## src/dfel_pkg.sv

```systemverilog
// Package for the DMA first-error logger: register map, field layout,
// reset values and the carrier structs for error events.
// Assumes one core clock, with channel events synchronous to it.
`default_nettype none

package dfel_pkg;

  // ************************************************************
  // Register offsets (byte addresses)
  // ************************************************************
  localparam logic [7:0] OFS_STEERING = 8'h7C; // Fatal error steering
  localparam logic [7:0] OFS_FERR_ERR = 8'h80; // First-error error bits
  localparam logic [7:0] OFS_FERR_STS_LO = 8'h84; // Status bits 31:0
  localparam logic [7:0] OFS_FERR_STS_HI = 8'h88; // Status bits 63:32
  localparam logic [7:0] OFS_NERR_ERR = 8'hBC; // Next-error error bits
  localparam logic [7:0] OFS_FERR_CMD = 8'hC0; // First-error command

  // ************************************************************
  // Field layout
  // ************************************************************
  localparam int ERR_W = 16; // Error register width
  localparam int ERR_UNAFFIL = 15; // Unaffiliated error, never set
  localparam int ERR_SOFT = 14; // Soft error, never set
  localparam int ERR_INT_CFG = 13; // Interrupt configuration
  localparam int ERR_COMPL_ADDR = 12; // Completion address
  localparam int ERR_DESC_LEN = 11; // Descriptor length
  localparam int ERR_DESC_CTRL = 10; // Descriptor control field
  localparam int ERR_WR_DATA = 9; // Destination write error
  localparam int ERR_RD_DATA = 8; // Source read error
  localparam int ERR_INT_PAR = 7; // Internal parity, never set
  localparam int ERR_CS_PAR = 6; // Chipset-reported parity
  localparam int ERR_CMD = 5; // Invalid command write
  localparam int ERR_CHAIN = 4; // Chain pointer address
  localparam int ERR_DESC = 3; // Other descriptor error
  localparam int ERR_NEXT = 2; // Next-descriptor address
  localparam int ERR_DST = 1; // Destination address
  localparam int ERR_SRC = 0; // Source address
  // Bits that can be logged at all
  localparam logic [15:0] ERR_LIVE_MASK = 16'h3F7F;

  localparam int CMD_W = 5; // Resume, abort, suspend, append, begin
  localparam int STS_DESC_LSB = 6; // Descriptor address field low bit
  localparam int STS_CHAN_LSB = 3; // Channel number field low bit
  localparam int ROUTE_W = 2; // Steering field width
  localparam int PHYS_ADDR_W = 40; // Widest legal address
  localparam int DESC_ALIGN = 6; // 64-byte descriptor alignment

  // Address check slots
  localparam int CHK_SRC = 0;
  localparam int CHK_DST = 1;
  localparam int CHK_NEXT = 2;
  localparam int CHK_CHAIN = 3;
  localparam int CHK_COMPL = 4;
  localparam int CHK_N = 5;

  // ************************************************************
  // Reset values
  // ************************************************************
  localparam logic [1:0] RST_ROUTE = 2'h0;
  localparam logic [15:0] RST_ERR = 16'h0000;
  localparam logic [63:0] RST_STS = 64'h0;
  localparam logic [4:0] RST_CMD = 5'h00;

  // Steering codes
  typedef enum logic [1:0] {
    DFEL_ROUTE_PIN0 = 2'b00,
    DFEL_ROUTE_PIN1 = 2'b01,
    DFEL_ROUTE_PIN2 = 2'b10,
    DFEL_ROUTE_MCE = 2'b11
  } dfel_route_t;

  // One address presented for checking
  typedef struct packed {
    logic check; // Address is being checked this cycle
    logic dec_bad; // Address decoder flags it invalid
    logic [63:0] addr; // Address under check
  } dfel_addr_chk_t;

  // Error events reported by the channel logic, one-cycle pulses
  typedef struct packed {
    logic [1:0] chan; // Reporting channel
    dfel_addr_chk_t [CHK_N-1:0] chk; // Address checks
    logic compl_unconfig; // Completion address never written
    logic len_check; // Transfer length being checked
    logic [31:0] len; // Transfer length
    logic [31:0] max_len; // Limit from the transfer capability
    logic int_cfg_err; // Interrupt attempt with bad setup
    logic desc_ctrl_bad; // Illegal descriptor control value
    logic wr_data_err; // Destination write failure
    logic rd_data_err; // Source read failure
    logic parity_err; // Chipset parity error on transfer
    logic parity_on_dst; // Parity error hit destination side
    logic desc_exec_err; // Other descriptor execution error
    logic cmd_wr; // Command register written
    logic [7:0] cmd_wdata; // Value written to the command register
  } dfel_evt_t;

  // Channel context in force while the events are reported
  typedef struct packed {
    logic [63:0] chain_ptr; // Current descriptor chain pointer
    logic [4:0] cmd; // Command bits in force
    logic [2:0] xfer_state; // Transfer state
  } dfel_ctx_t;

endpackage : dfel_pkg

`default_nettype wire

```

## src/dfel_addr_check.sv

```systemverilog
// Address legality check for the DMA first-error logger.
// Assumes the address decoder verdict arrives with the address.
`default_nettype none

module dfel_addr_check #(
  parameter int ALIGN_BITS = 0 // Low bits that must be zero
) (
  input wire dfel_pkg::dfel_addr_chk_t chk, // Address under check
  output logic illegal // Address is illegal while checked
);

  // ************************************************************
  // Elaboration checks
  // ************************************************************
  if (ALIGN_BITS < 0 || ALIGN_BITS > 12) begin : g_bad_align
    $error("dfel_addr_check: ALIGN_BITS out of range");
  end

  logic too_wide; // Bits above the physical width set
  logic misaligned; // Required low bits not zero

  // ************************************************************
  // Check
  // ************************************************************
  // Decoder invalid, too wide or misaligned all count as illegal
  always_comb begin
    too_wide = |chk.addr[63:dfel_pkg::PHYS_ADDR_W];
    misaligned = 1'b0;
    if (ALIGN_BITS > 0) begin
      misaligned = |(chk.addr[11:0] & ((12'h001 << ALIGN_BITS) - 12'h001));
    end
    illegal = chk.check & (chk.dec_bad | too_wide | misaligned);
  end

endmodule // dfel_addr_check

`default_nettype wire

```

## src/dfel_cmd_check.sv

```systemverilog
// Command write check for the DMA first-error logger.
// Assumes the written value is presented with its write strobe.
`default_nettype none

module dfel_cmd_check (
  input wire logic [7:0] wdata, // Value written to the command reg
  output logic invalid // More than one command bit set
);

  logic [2:0] ones; // Count of command bits set

  // ************************************************************
  // Count the command bits
  // ************************************************************
  always_comb begin
    ones = 3'h0;
    for (int i = 0; i < dfel_pkg::CMD_W; i++) begin
      ones = ones + {2'h0, wdata[i]};
    end
    invalid = (ones > 3'h1);
  end

endmodule // dfel_cmd_check

`default_nettype wire

```

## src/dfel_logger.sv

```systemverilog
// DMA first-error logger: sticky first-error and next-error capture,
// command snapshot, failing channel and descriptor, fatal steering.
// Assumes channel events are one-cycle pulses in the pclk domain and
// that sticky_rstn is only asserted at power-up, not at warm reset.
//
// The APB slave port was chosen for this implementation.
`default_nettype none

module dfel_logger #(
  parameter int ADDR_W = 8 // APB address width
) (
  input wire logic pclk, // Core clock
  input wire logic presetn, // Warm reset, active low
  input wire logic sticky_rstn, // Power-up reset, active low
  input wire logic psel, // APB select
  input wire logic penable, // APB enable
  input wire logic pwrite, // APB direction, high for write
  input wire logic [ADDR_W-1:0] paddr, // APB byte address
  input wire logic [31:0] pwdata, // APB write data
  output logic [31:0] prdata, // APB read data
  output logic pready, // APB ready
  output logic pslverr, // APB error for unmapped address
  input wire dfel_pkg::dfel_evt_t evt, // Channel error events
  input wire dfel_pkg::dfel_ctx_t ctx, // Channel context
  output logic [2:0] err_pin, // Platform error pins
  output logic machine_check_error_out // Machine-check error output
);

  // ************************************************************
  // Elaboration checks
  // ************************************************************
  if (ADDR_W < 8) begin : g_bad_addr
    $error("dfel_logger: ADDR_W must be at least 8");
  end

  // ************************************************************
  // Declarations
  // ************************************************************
  logic [dfel_pkg::CHK_N-1:0] addr_bad; // Per-slot address verdict
  logic cmd_bad; // Command write is invalid
  logic [15:0] raw_err; // Error bits raised this cycle
  logic any_err; // Any error raised this cycle
  logic capture; // Take a new first error
  logic [15:0] wclr; // Write-one-clear mask from APB
  logic wr_go; // APB write takes effect
  logic [7:0] addr_lo; // Low address byte
  logic addr_hit; // Address is mapped
  logic [31:0] rd_word; // Read mux result

  // Sticky state
  dfel_pkg::dfel_route_t route_sel; // Fatal error steering
  logic [15:0] ferr_err; // First-error error bits
  logic [63:0] ferr_sts; // First-error status
  logic [4:0] ferr_cmd; // First-error command snapshot
  logic [15:0] nerr_err; // Next-error error bits
  dfel_pkg::dfel_route_t next_route_sel;
  logic [15:0] next_ferr_err;
  logic [63:0] next_ferr_sts;
  logic [4:0] next_ferr_cmd;
  logic [15:0] next_nerr_err;

  // Bus and pin state
  logic [31:0] next_prdata;
  logic next_pready;
  logic next_pslverr;
  logic [2:0] next_err_pin;
  logic next_machine_check_error_out;

  // ************************************************************
  // Checkers
  // ************************************************************
  // One address checker per slot; descriptor addresses need 64 bytes
  for (genvar i = 0; i < dfel_pkg::CHK_N; i++) begin : g_chk
    localparam int ALIGN = (i == dfel_pkg::CHK_NEXT ||
                            i == dfel_pkg::CHK_CHAIN) ?
                           dfel_pkg::DESC_ALIGN : 0;
    dfel_addr_check #(
      .ALIGN_BITS(ALIGN)
    ) u_addr_check (
      .chk(evt.chk[i]),
      .illegal(addr_bad[i])
    );
  end

  // Command write checker
  dfel_cmd_check u_cmd_check (
    .wdata(evt.cmd_wdata),
    .invalid(cmd_bad)
  );

  // ************************************************************
  // Error classification
  // ************************************************************
  // Build the error word raised this cycle
  always_comb begin
    raw_err = 16'h0000;
    raw_err[dfel_pkg::ERR_INT_CFG] = evt.int_cfg_err;
    raw_err[dfel_pkg::ERR_COMPL_ADDR] =
      addr_bad[dfel_pkg::CHK_COMPL] |
      (evt.chk[dfel_pkg::CHK_COMPL].check & evt.compl_unconfig);
    raw_err[dfel_pkg::ERR_DESC_LEN] = evt.len_check &
      ((evt.len == 32'h0) | (evt.len > evt.max_len));
    raw_err[dfel_pkg::ERR_DESC_CTRL] = evt.desc_ctrl_bad;
    raw_err[dfel_pkg::ERR_WR_DATA] = evt.wr_data_err |
      (evt.parity_err & evt.parity_on_dst);
    raw_err[dfel_pkg::ERR_RD_DATA] = evt.rd_data_err |
      (evt.parity_err & ~evt.parity_on_dst);
    raw_err[dfel_pkg::ERR_CS_PAR] = evt.parity_err;
    raw_err[dfel_pkg::ERR_CMD] = evt.cmd_wr & cmd_bad;
    raw_err[dfel_pkg::ERR_CHAIN] = addr_bad[dfel_pkg::CHK_CHAIN];
    raw_err[dfel_pkg::ERR_DESC] = evt.desc_exec_err;
    raw_err[dfel_pkg::ERR_NEXT] = addr_bad[dfel_pkg::CHK_NEXT];
    raw_err[dfel_pkg::ERR_DST] = addr_bad[dfel_pkg::CHK_DST];
    raw_err[dfel_pkg::ERR_SRC] = addr_bad[dfel_pkg::CHK_SRC];
    // Unaffiliated, soft and internal parity are never detected
    raw_err = raw_err & dfel_pkg::ERR_LIVE_MASK;
    any_err = |raw_err;
    // Only an empty first-error log takes a new capture
    capture = any_err & (ferr_err == 16'h0000);
  end

  // ************************************************************
  // APB decode
  // ************************************************************
  // Address decode, write strobe and read mux
  always_comb begin
    addr_lo = paddr[7:0];
    // Bits above the low byte must be zero; no zero-width replication
    addr_hit = ((paddr >> 8) == '0) &&
               (addr_lo == dfel_pkg::OFS_STEERING ||
                addr_lo == dfel_pkg::OFS_FERR_ERR ||
                addr_lo == dfel_pkg::OFS_FERR_STS_LO ||
                addr_lo == dfel_pkg::OFS_FERR_STS_HI ||
                addr_lo == dfel_pkg::OFS_NERR_ERR ||
                addr_lo == dfel_pkg::OFS_FERR_CMD);
    wr_go = psel & penable & pready & pwrite & addr_hit;
    wclr = 16'h0000;
    rd_word = 32'h0000_0000;
    unique case (addr_lo)
      dfel_pkg::OFS_STEERING: begin
        rd_word = {30'h0, route_sel};
      end
      dfel_pkg::OFS_FERR_ERR: begin
        rd_word = {16'h0000, ferr_err};
      end
      dfel_pkg::OFS_FERR_STS_LO: begin
        rd_word = ferr_sts[31:0];
      end
      dfel_pkg::OFS_FERR_STS_HI: begin
        rd_word = ferr_sts[63:32];
      end
      dfel_pkg::OFS_NERR_ERR: begin
        rd_word = {16'h0000, nerr_err};
      end
      dfel_pkg::OFS_FERR_CMD: begin
        rd_word = {27'h0, ferr_cmd};
      end
      default: begin
        rd_word = 32'h0000_0000;
      end
    endcase
    if (wr_go) begin
      wclr = pwdata[15:0];
    end
  end

  // ************************************************************
  // Sticky log registers
  // ************************************************************
  // Next values: a capture or set in the same cycle beats a clear
  always_comb begin
    next_route_sel = route_sel;
    next_ferr_err = ferr_err;
    next_ferr_sts = ferr_sts;
    next_ferr_cmd = ferr_cmd;
    next_nerr_err = nerr_err;
    // Steering field is plain read/write
    if (wr_go && addr_lo == dfel_pkg::OFS_STEERING) begin
      next_route_sel = dfel_pkg::dfel_route_t'(pwdata[1:0]);
    end
    // Software writes ones to clear logged bits
    if (wr_go && addr_lo == dfel_pkg::OFS_FERR_ERR) begin
      next_ferr_err = ferr_err & ~wclr;
    end
    if (wr_go && addr_lo == dfel_pkg::OFS_FERR_STS_LO) begin
      next_ferr_sts[31:0] = ferr_sts[31:0] & ~pwdata;
    end
    if (wr_go && addr_lo == dfel_pkg::OFS_FERR_STS_HI) begin
      next_ferr_sts[63:32] = ferr_sts[63:32] & ~pwdata;
    end
    if (wr_go && addr_lo == dfel_pkg::OFS_FERR_CMD) begin
      next_ferr_cmd = ferr_cmd & ~pwdata[4:0];
    end
    if (wr_go && addr_lo == dfel_pkg::OFS_NERR_ERR) begin
      next_nerr_err = nerr_err & ~wclr;
    end
    // First error: record bits, channel, descriptor and command
    if (capture) begin
      next_ferr_err = raw_err;
      next_ferr_sts = {ctx.chain_ptr[63:dfel_pkg::STS_DESC_LSB],
                       1'b0, evt.chan,
                       ctx.xfer_state};
      // An invalid command write records the offending value
      if (raw_err[dfel_pkg::ERR_CMD]) begin
        next_ferr_cmd = evt.cmd_wdata[4:0];
      end else begin
        next_ferr_cmd = ctx.cmd;
      end
    end else if (any_err) begin
      // Log is full: note only error types not already first
      next_nerr_err = next_nerr_err | (raw_err & ~ferr_err);
    end
  end

  // Sticky registers survive warm reset
  always_ff @(posedge pclk or negedge sticky_rstn) begin
    if (!sticky_rstn) begin
      route_sel <= dfel_pkg::dfel_route_t'(dfel_pkg::RST_ROUTE);
      ferr_err <= dfel_pkg::RST_ERR;
      ferr_sts <= dfel_pkg::RST_STS;
      ferr_cmd <= dfel_pkg::RST_CMD;
      nerr_err <= dfel_pkg::RST_ERR;
    end else begin
      route_sel <= next_route_sel;
      ferr_err <= next_ferr_err;
      ferr_sts <= next_ferr_sts;
      ferr_cmd <= next_ferr_cmd;
      nerr_err <= next_nerr_err;
    end
  end

  // ************************************************************
  // APB answer
  // ************************************************************
  // Read data and error latched in setup, ready for the access cycle
  always_comb begin
    next_pready = psel & ~penable;
    next_prdata = prdata;
    next_pslverr = 1'b0;
    if (psel && !penable) begin
      next_prdata = pwrite ? 32'h0000_0000 : rd_word;
      next_pslverr = ~addr_hit;
    end
  end

  // Bus answer registers
  always_ff @(posedge pclk or negedge presetn) begin
    if (!presetn) begin
      pready <= 1'b0;
      prdata <= 32'h0000_0000;
      pslverr <= 1'b0;
    end else begin
      pready <= next_pready;
      prdata <= next_prdata;
      pslverr <= next_pslverr;
    end
  end

  // ************************************************************
  // Fatal error steering
  // ************************************************************
  // Pulse the steered output for one cycle per first-error capture
  always_comb begin
    next_err_pin = 3'h0;
    next_machine_check_error_out = 1'b0;
    if (capture) begin
      unique case (route_sel)
        dfel_pkg::DFEL_ROUTE_PIN0: next_err_pin = 3'h1;
        dfel_pkg::DFEL_ROUTE_PIN1: next_err_pin = 3'h2;
        dfel_pkg::DFEL_ROUTE_PIN2: next_err_pin = 3'h4;
        dfel_pkg::DFEL_ROUTE_MCE: begin
          next_machine_check_error_out = 1'b1;
        end
      endcase
    end
  end

  // Platform error outputs
  always_ff @(posedge pclk or negedge presetn) begin
    if (!presetn) begin
      err_pin <= 3'h0;
      machine_check_error_out <= 1'b0;
    end else begin
      err_pin <= next_err_pin;
      machine_check_error_out <= next_machine_check_error_out;
    end
  end

endmodule // dfel_logger

`default_nettype wire

```

## config.mk

```make
export PLATFORM = sky130hd
export DESIGN_NAME = dfel_logger
export DESIGN_NICKNAME = d
export VERILOG_FILES = /design/src/dfel_pkg.sv /design/src/dfel_addr_check.sv /design/src/dfel_cmd_check.sv /design/src/dfel_logger.sv
export SDC_FILE = /design/constraint.sdc
export NUM_CORES = 1
export LEC_CHECK = 0
export BUFFER_PORTS_ARGS = -buffer_cell sky130_fd_sc_hd__buf_2
export CAP_MARGIN = 0
export CORE_AREA = 2 2 221 223
export CTS_BUF_LIST = sky130_fd_sc_hd__clkbuf_8
export DETAILED_ROUTE_END_ITERATION = 10
export DIE_AREA = 0 0 223 225
export SYNTH_ARGS = -nofsm -noshare
export SYNTH_HDL_FRONTEND = slang
export SYNTH_HIERARCHICAL = 1
export SYNTH_SLANG_ARGS = --single-unit
```

## constraint.sdc

```tcl
create_clock -name pclk -period 5.43 [get_ports pclk]
set_input_delay 0.543 -clock pclk [delete_from_list [all_inputs] [get_ports pclk]]
set_output_delay 0.543 -clock pclk [all_outputs]
set_load 0.02 [all_outputs]
```

-- Word level (Yosys, flattened, before mapping)
Index checks and enable logic that the tools add are counted.
W data, S select, Z words.
- bits of input ports: 532
- flip-flop bits (word level): 141
- bitwise logic cells: 41
- add/sub/neg operators: 4
- reduce and logical (&&, ||, !) cells: 28
- equality and inequality tests: 9
- order comparisons: 2
- mux-type cells: 19
- operators by type and width (operator ; number):
    $pmux W32 S6 ; 1
    $reduce_or A24 Y1 ; 5
    $mux W16 ; 6
    $mux W32 ; 3
    $and A32 B32 Y32 ; 2
    $mux W64 ; 1
    $eq A8 B8 Y1 const B ; 5
    $and A16 B16 Y16 ; 2
    $gt A32 B32 Y1 ; 1
    $logic_not A32 Y1 ; 1
    $not A16 Y16 ; 2
    $not A32 Y32 ; 1
    $and A1 B1 Y1 ; 16
    $and A14 B16 Y16 ; 1
    $logic_not A16 Y1 ; 1
    $or A16 B16 Y16 ; 1
    $mux W5 ; 3
    $reduce_or A13 Y1 ; 1
    $reduce_or A6 Y1 ; 2
    $or A1 B1 Y1 ; 11
    $add A3 B1 Y3 ; 3
    $pmux W3 S3 ; 1
    $eq A8 B7 Y1 const B ; 1
    $reduce_bool A2 Y1 ; 4
    other kinds (13) ; 28

-- Longest topological paths before layout
- depth in word-level cells: 14
- mapped depth: 13
- gate-level depth less buffers: 11

-- Hierarchy
Netlist, hierarchy kept.
- by module, submodules not included (module ; instances ; cells an instance ; area an instance (um^2) ; sequential area each (um^2)):
    dfel_logger ; 1 ; 695 ; 7603.5 ; 3528.4
    dfel_addr_check (g_chk[0].u_addr_check ...) ; 3 ; 10 ; 58.8 ; 0.0
    dfel_addr_check (g_chk[2].u_addr_check ...) ; 2 ; 11 ; 75.1 ; 0.0
    dfel_cmd_check ; 1 ; 8 ; 58.8 ; 0.0

-- Least setup slack after synthesis
OpenSTA, ideal clock, no wires.
- path kind: input to register
- start point: in evt[0] (netlist name)
- end point: reg ferr_sts[18]
- cell stages on the path: 13
- arrival time: 3.086 ns
- path slack: 2.218 ns
- path buffers: 2
- setup time: 0.125 ns
- cell sequence: inv_1 -> fa_1 -> inv_1 -> ha_1 -> nand2_1 -> nand3b_1 -> nand2_1 -> and4_1 -> o2111ai_1 -> o31ai_4 -> buf_6 -> buf_8 -> mux2_4
- cells in the longest elaborated chain, start to end: 9
- elaborated cells on any way between the ends: 10
- ends and longest elaborated chain (what ; RTL line ; RTL):
    from (decl) ; dfel_logger.sv:23 ; input wire dfel_pkg::dfel_evt_t evt,
    $add A1 B1 Y2 * ; dfel_cmd_check.sv:18 ; ones = ones + {2'h0, wdata[i]};
    $add A3 B1 Y3 * (3 in series) ; dfel_cmd_check.sv:18 ;
    $gt A3 B1 Y1 * ; dfel_cmd_check.sv:20 ; invalid = (ones > 3'h1);
    net cmd_bad ; dfel_logger.sv:40 ; logic cmd_bad;
    $and A1 B1 Y1 * ; dfel_logger.sv:109 ; raw_err[dfel_pkg::ERR_CMD] = evt.cmd_wr & cmd_bad;
    $reduce_or A13 Y1 * ; dfel_logger.sv:117 ; any_err = |raw_err;
    $and A1 B1 Y1 * ; dfel_logger.sv:119 ; capture = any_err & (ferr_err == 16'h0000);
    $mux W64 or $reduce_bool A2 Y1 (tied branches) ; -- ;
    to (signal assigned) ; dfel_logger.sv:220 ; ferr_sts <= dfel_pkg::RST_STS;
    to (signal assigned) ; dfel_logger.sv:226 ; ferr_sts <= next_ferr_sts;
    to (decl) ; dfel_logger.sv:53 ; logic [63:0] ferr_sts;
Mark *: on every way through the listed nets, which the timed path passes. The rest lies on a longest branch.
A chain may end at the register's enable or synchronous reset.

-- Final worst setup path
- start point: in evt[0] (netlist name)
- end point: reg ferr_sts[29]
The elaborated chain is that of the path after synthesis.

==> results.toml <==
[outcome]
status = "complete, no violations"

[setup_path]
critical_path_class = "primary input to register"
rr_worst_depth = 7
cp.buffers_inverters = 4
crit_path_start_kind = "primary input"
path_cells = "buf_2, inv_1, fa_1, inv_1, ha_1, nand2_1, nand3b_1, nand2_1, and4_1, o2111ai_1, o31ai_4, buf_12, mux2_2"
reg2reg_setup_slack_ns = 2.37
path_delay_family = "simple AND/OR/NAND/NOR gates"
crit_path_max_incr_delay_ns = 0.76
r2r-start = "ferr_err[10]"
critPathCaptureType = "register"
crit_fanout = 35
crit_arrival_ns = 4.20
r2r-end = "err_pin[0]"
cp_slowest_cell = "o31ai_4"
required_ns = 5.78

[pwr]
sw_frac_of_total_pct = 30.10
power.density_mw_per_mm2 = 299.0
clkPwrFrac_pct = 30.4
p_switching_w = 0.0009889
vdd_drop_max_uv = 164.7
power_frac_comb_pct = 24.1
seq_power_share_pct = 45.5
intPower_w = 0.002296
leakage_nw = 5.290

[drt]
drt_iter0_markers = 555
drc = 0
drtPass1Iterations = 5
post_drt_wl_per_cell_um = 18.70
routed_via_density = 4.404
vias = 7699
wl_um = 32680
antenna_left = 0

[yosys]
yosysTopAreaCellShare_pct = 44.17
synth_nets = 1321
synth-edff-count = 0
synth_top_cell_by_area = "dfrtp_1"
ys_ff_latch = 141
ys_warn_count = 6
synth.distinct_cells = 57
syn_area_mm2 = 0.007989
syn_avg_cell_area_um2 = 10.58
synthArstFlopShare_pct = 100.0
yosysSeqAreaShare_pct = 44.17
synthTopCellsByArea = "dfrtp_1 44%, mux2_4 7.1%, a21boi_0 7.0%"
synthFlopType = "dfrtp_1"
synthCells = 755

[floorplan]
ios = 570
die_height_um = 225
start_util_pct = 16.80
die-area_mm2 = 0.05018
die_x_um = 223
coreArea_mm2 = 0.04755
placement_rows = 80

[layout]
nNetsFinal = 1683
final_cell_mix = "371 x buf_2, 141 x dfrtp_1, 83 x nand2_1, 75 x a21boi_0, 49 x inv_1"
area_delta_synth_final_pct = 37.49
fillCellCount = 5122
final_area_mm2 = 0.01098
layout_commonest_cell = "buf_2"
layout-drive-gt1-share_pct = 43.36

[sta]
clock.fmax_ghz = 0.2597
maxSlewViolCount = 0
rsz0062_at_grt = "no"
finalHoldViolCount = 0
clock_skew_ns = 0.01940
fin_crit_ns = 3.850
fin_tns_setup_ns = 0
worst_pin_slew_ns = 1.114
setup-violations-final = 0
max_slew_margin_pct = 25.47
period_share_pct = 70.90
whs_ns = 0.1893

[cts]
h-tree-depth = 4
cts_setup_buffers = 0
cts_buffers = 17
root_buffer = "clkbuf_8"
cts-hold-fix-buffers = 0
cts_tree = "done"
cts_sinks = 141
cts.clk_slew.worst_paths_ns = 0.11
ctsResizeCount = 0
clockBufferDepth = 2
clkLatencyLatePin_ns = 0.47

[placed_design]
portBuffers = 372
place_area_mm2 = 0.01053
gp_congestion = 0.8162
post-dp-hpwl_um = 23860

[hold_path]
min_path_type = "primary input to asynchronous set/reset pin"

[global_route]
grt_max_degree = 67
antenna_found_initial = 11
track_usage_pct = 12.85
grt_overflow = 0
grt_pass1_vias = 8022
grt_pass1_wl_um = 48140

[run]
drv_cap = 0
-- Yosys cell counts (all sizes together), types with 13 or more instances --
master and n:
nand2 83, nor3 14, ha 33, a21boi 75
o21ai 36, mux2 63, a22o 13, nand4 19
clkbuf 29, a22oi 19, nor4 44, inv 49
a21oi 20, a222oi 13, dfrtp 141
-- how the worst max path moves through the flow --
stage,to,start,cells past startpoint
global placement,ferr_sts[30],evt[0],13
CTS,ferr_sts[39],evt[0],13
finish,ferr_sts[29],evt[0],13
detailed placement,ferr_sts[29],evt[0],13
global route,ferr_sts[28],evt[0],13
floorplan,ferr_sts[18],evt[0],13
-- flip-flops by register name, summed over array words and instances (netlist names), 2 cells and up --
| register | flops |
|---|---|
| nerr_err | 16 |
| ferr_cmd | 5 |
| ferr_err | 16 |
| err_pin | 3 |
| ferr_sts | 64 |
| prdata | 32 |
| route_sel | 2 |
-- per-layer routing --
metal / global-route usage [%] / vias up / share of wire, %
met4: 3.291 / 12 / 1.3
met5: 0 / - / 0.22
met2: 21.39 / 379 / 46
met1: 16.07 / 3706 / 43
met3: 4.068 / 36 / 8.6
li1: - / 3566 / -
-- through the flow --
stage                     setup slack (ns)  power, W  util, %  instances
final                                1.580  0.003285    23.10       1748
after global routing                 1.447  0.003499    23.09       1746
after CTS                            1.567  0.003334    23.09       1745
after detailed placement             1.068  0.002308    22.14       1713
after global placement               1.138  0.002266    22.14       1713
after floorplan                      2.218  0.001992        -        755
-- power by group through the flow --
stage               logic, W  clock network (W)  registers [W]
floorplan           0.000543                  0        0.00145
global placement    0.000766                  0        0.00150
finish              0.000792           0.000999        0.00149
detailed placement  0.000799                  0        0.00151
global route        0.000881            0.00109        0.00153
CTS                 0.000803            0.00104        0.00149
-- final cells by class --
cell class              count  area, µm²  share of cell area [%]
multi-input cells         526       4083                   37.17
inverters                  49      183.9                   1.674
well taps                 615      769.5                   7.005
diodes                      3      7.507                 0.06834
clock buffers              17      234.0                   2.130
flip-flops and latches    141       3528                   32.12
repair buffers            382       1964                   17.88
clock inverters            15      214.0                   1.948
-- cell families after synthesis --
group / after synthesis / synth area share [%]
compound gates: 220 / 20.31
fa+ha+maj: 34 / 5.419
buf+inv: 88 / 5.121
flops: 141 / 44.17
mux: 73 / 11.92
simple gates: 199 / 13.06
Note: power is estimated with default switching activity, not from simulation.
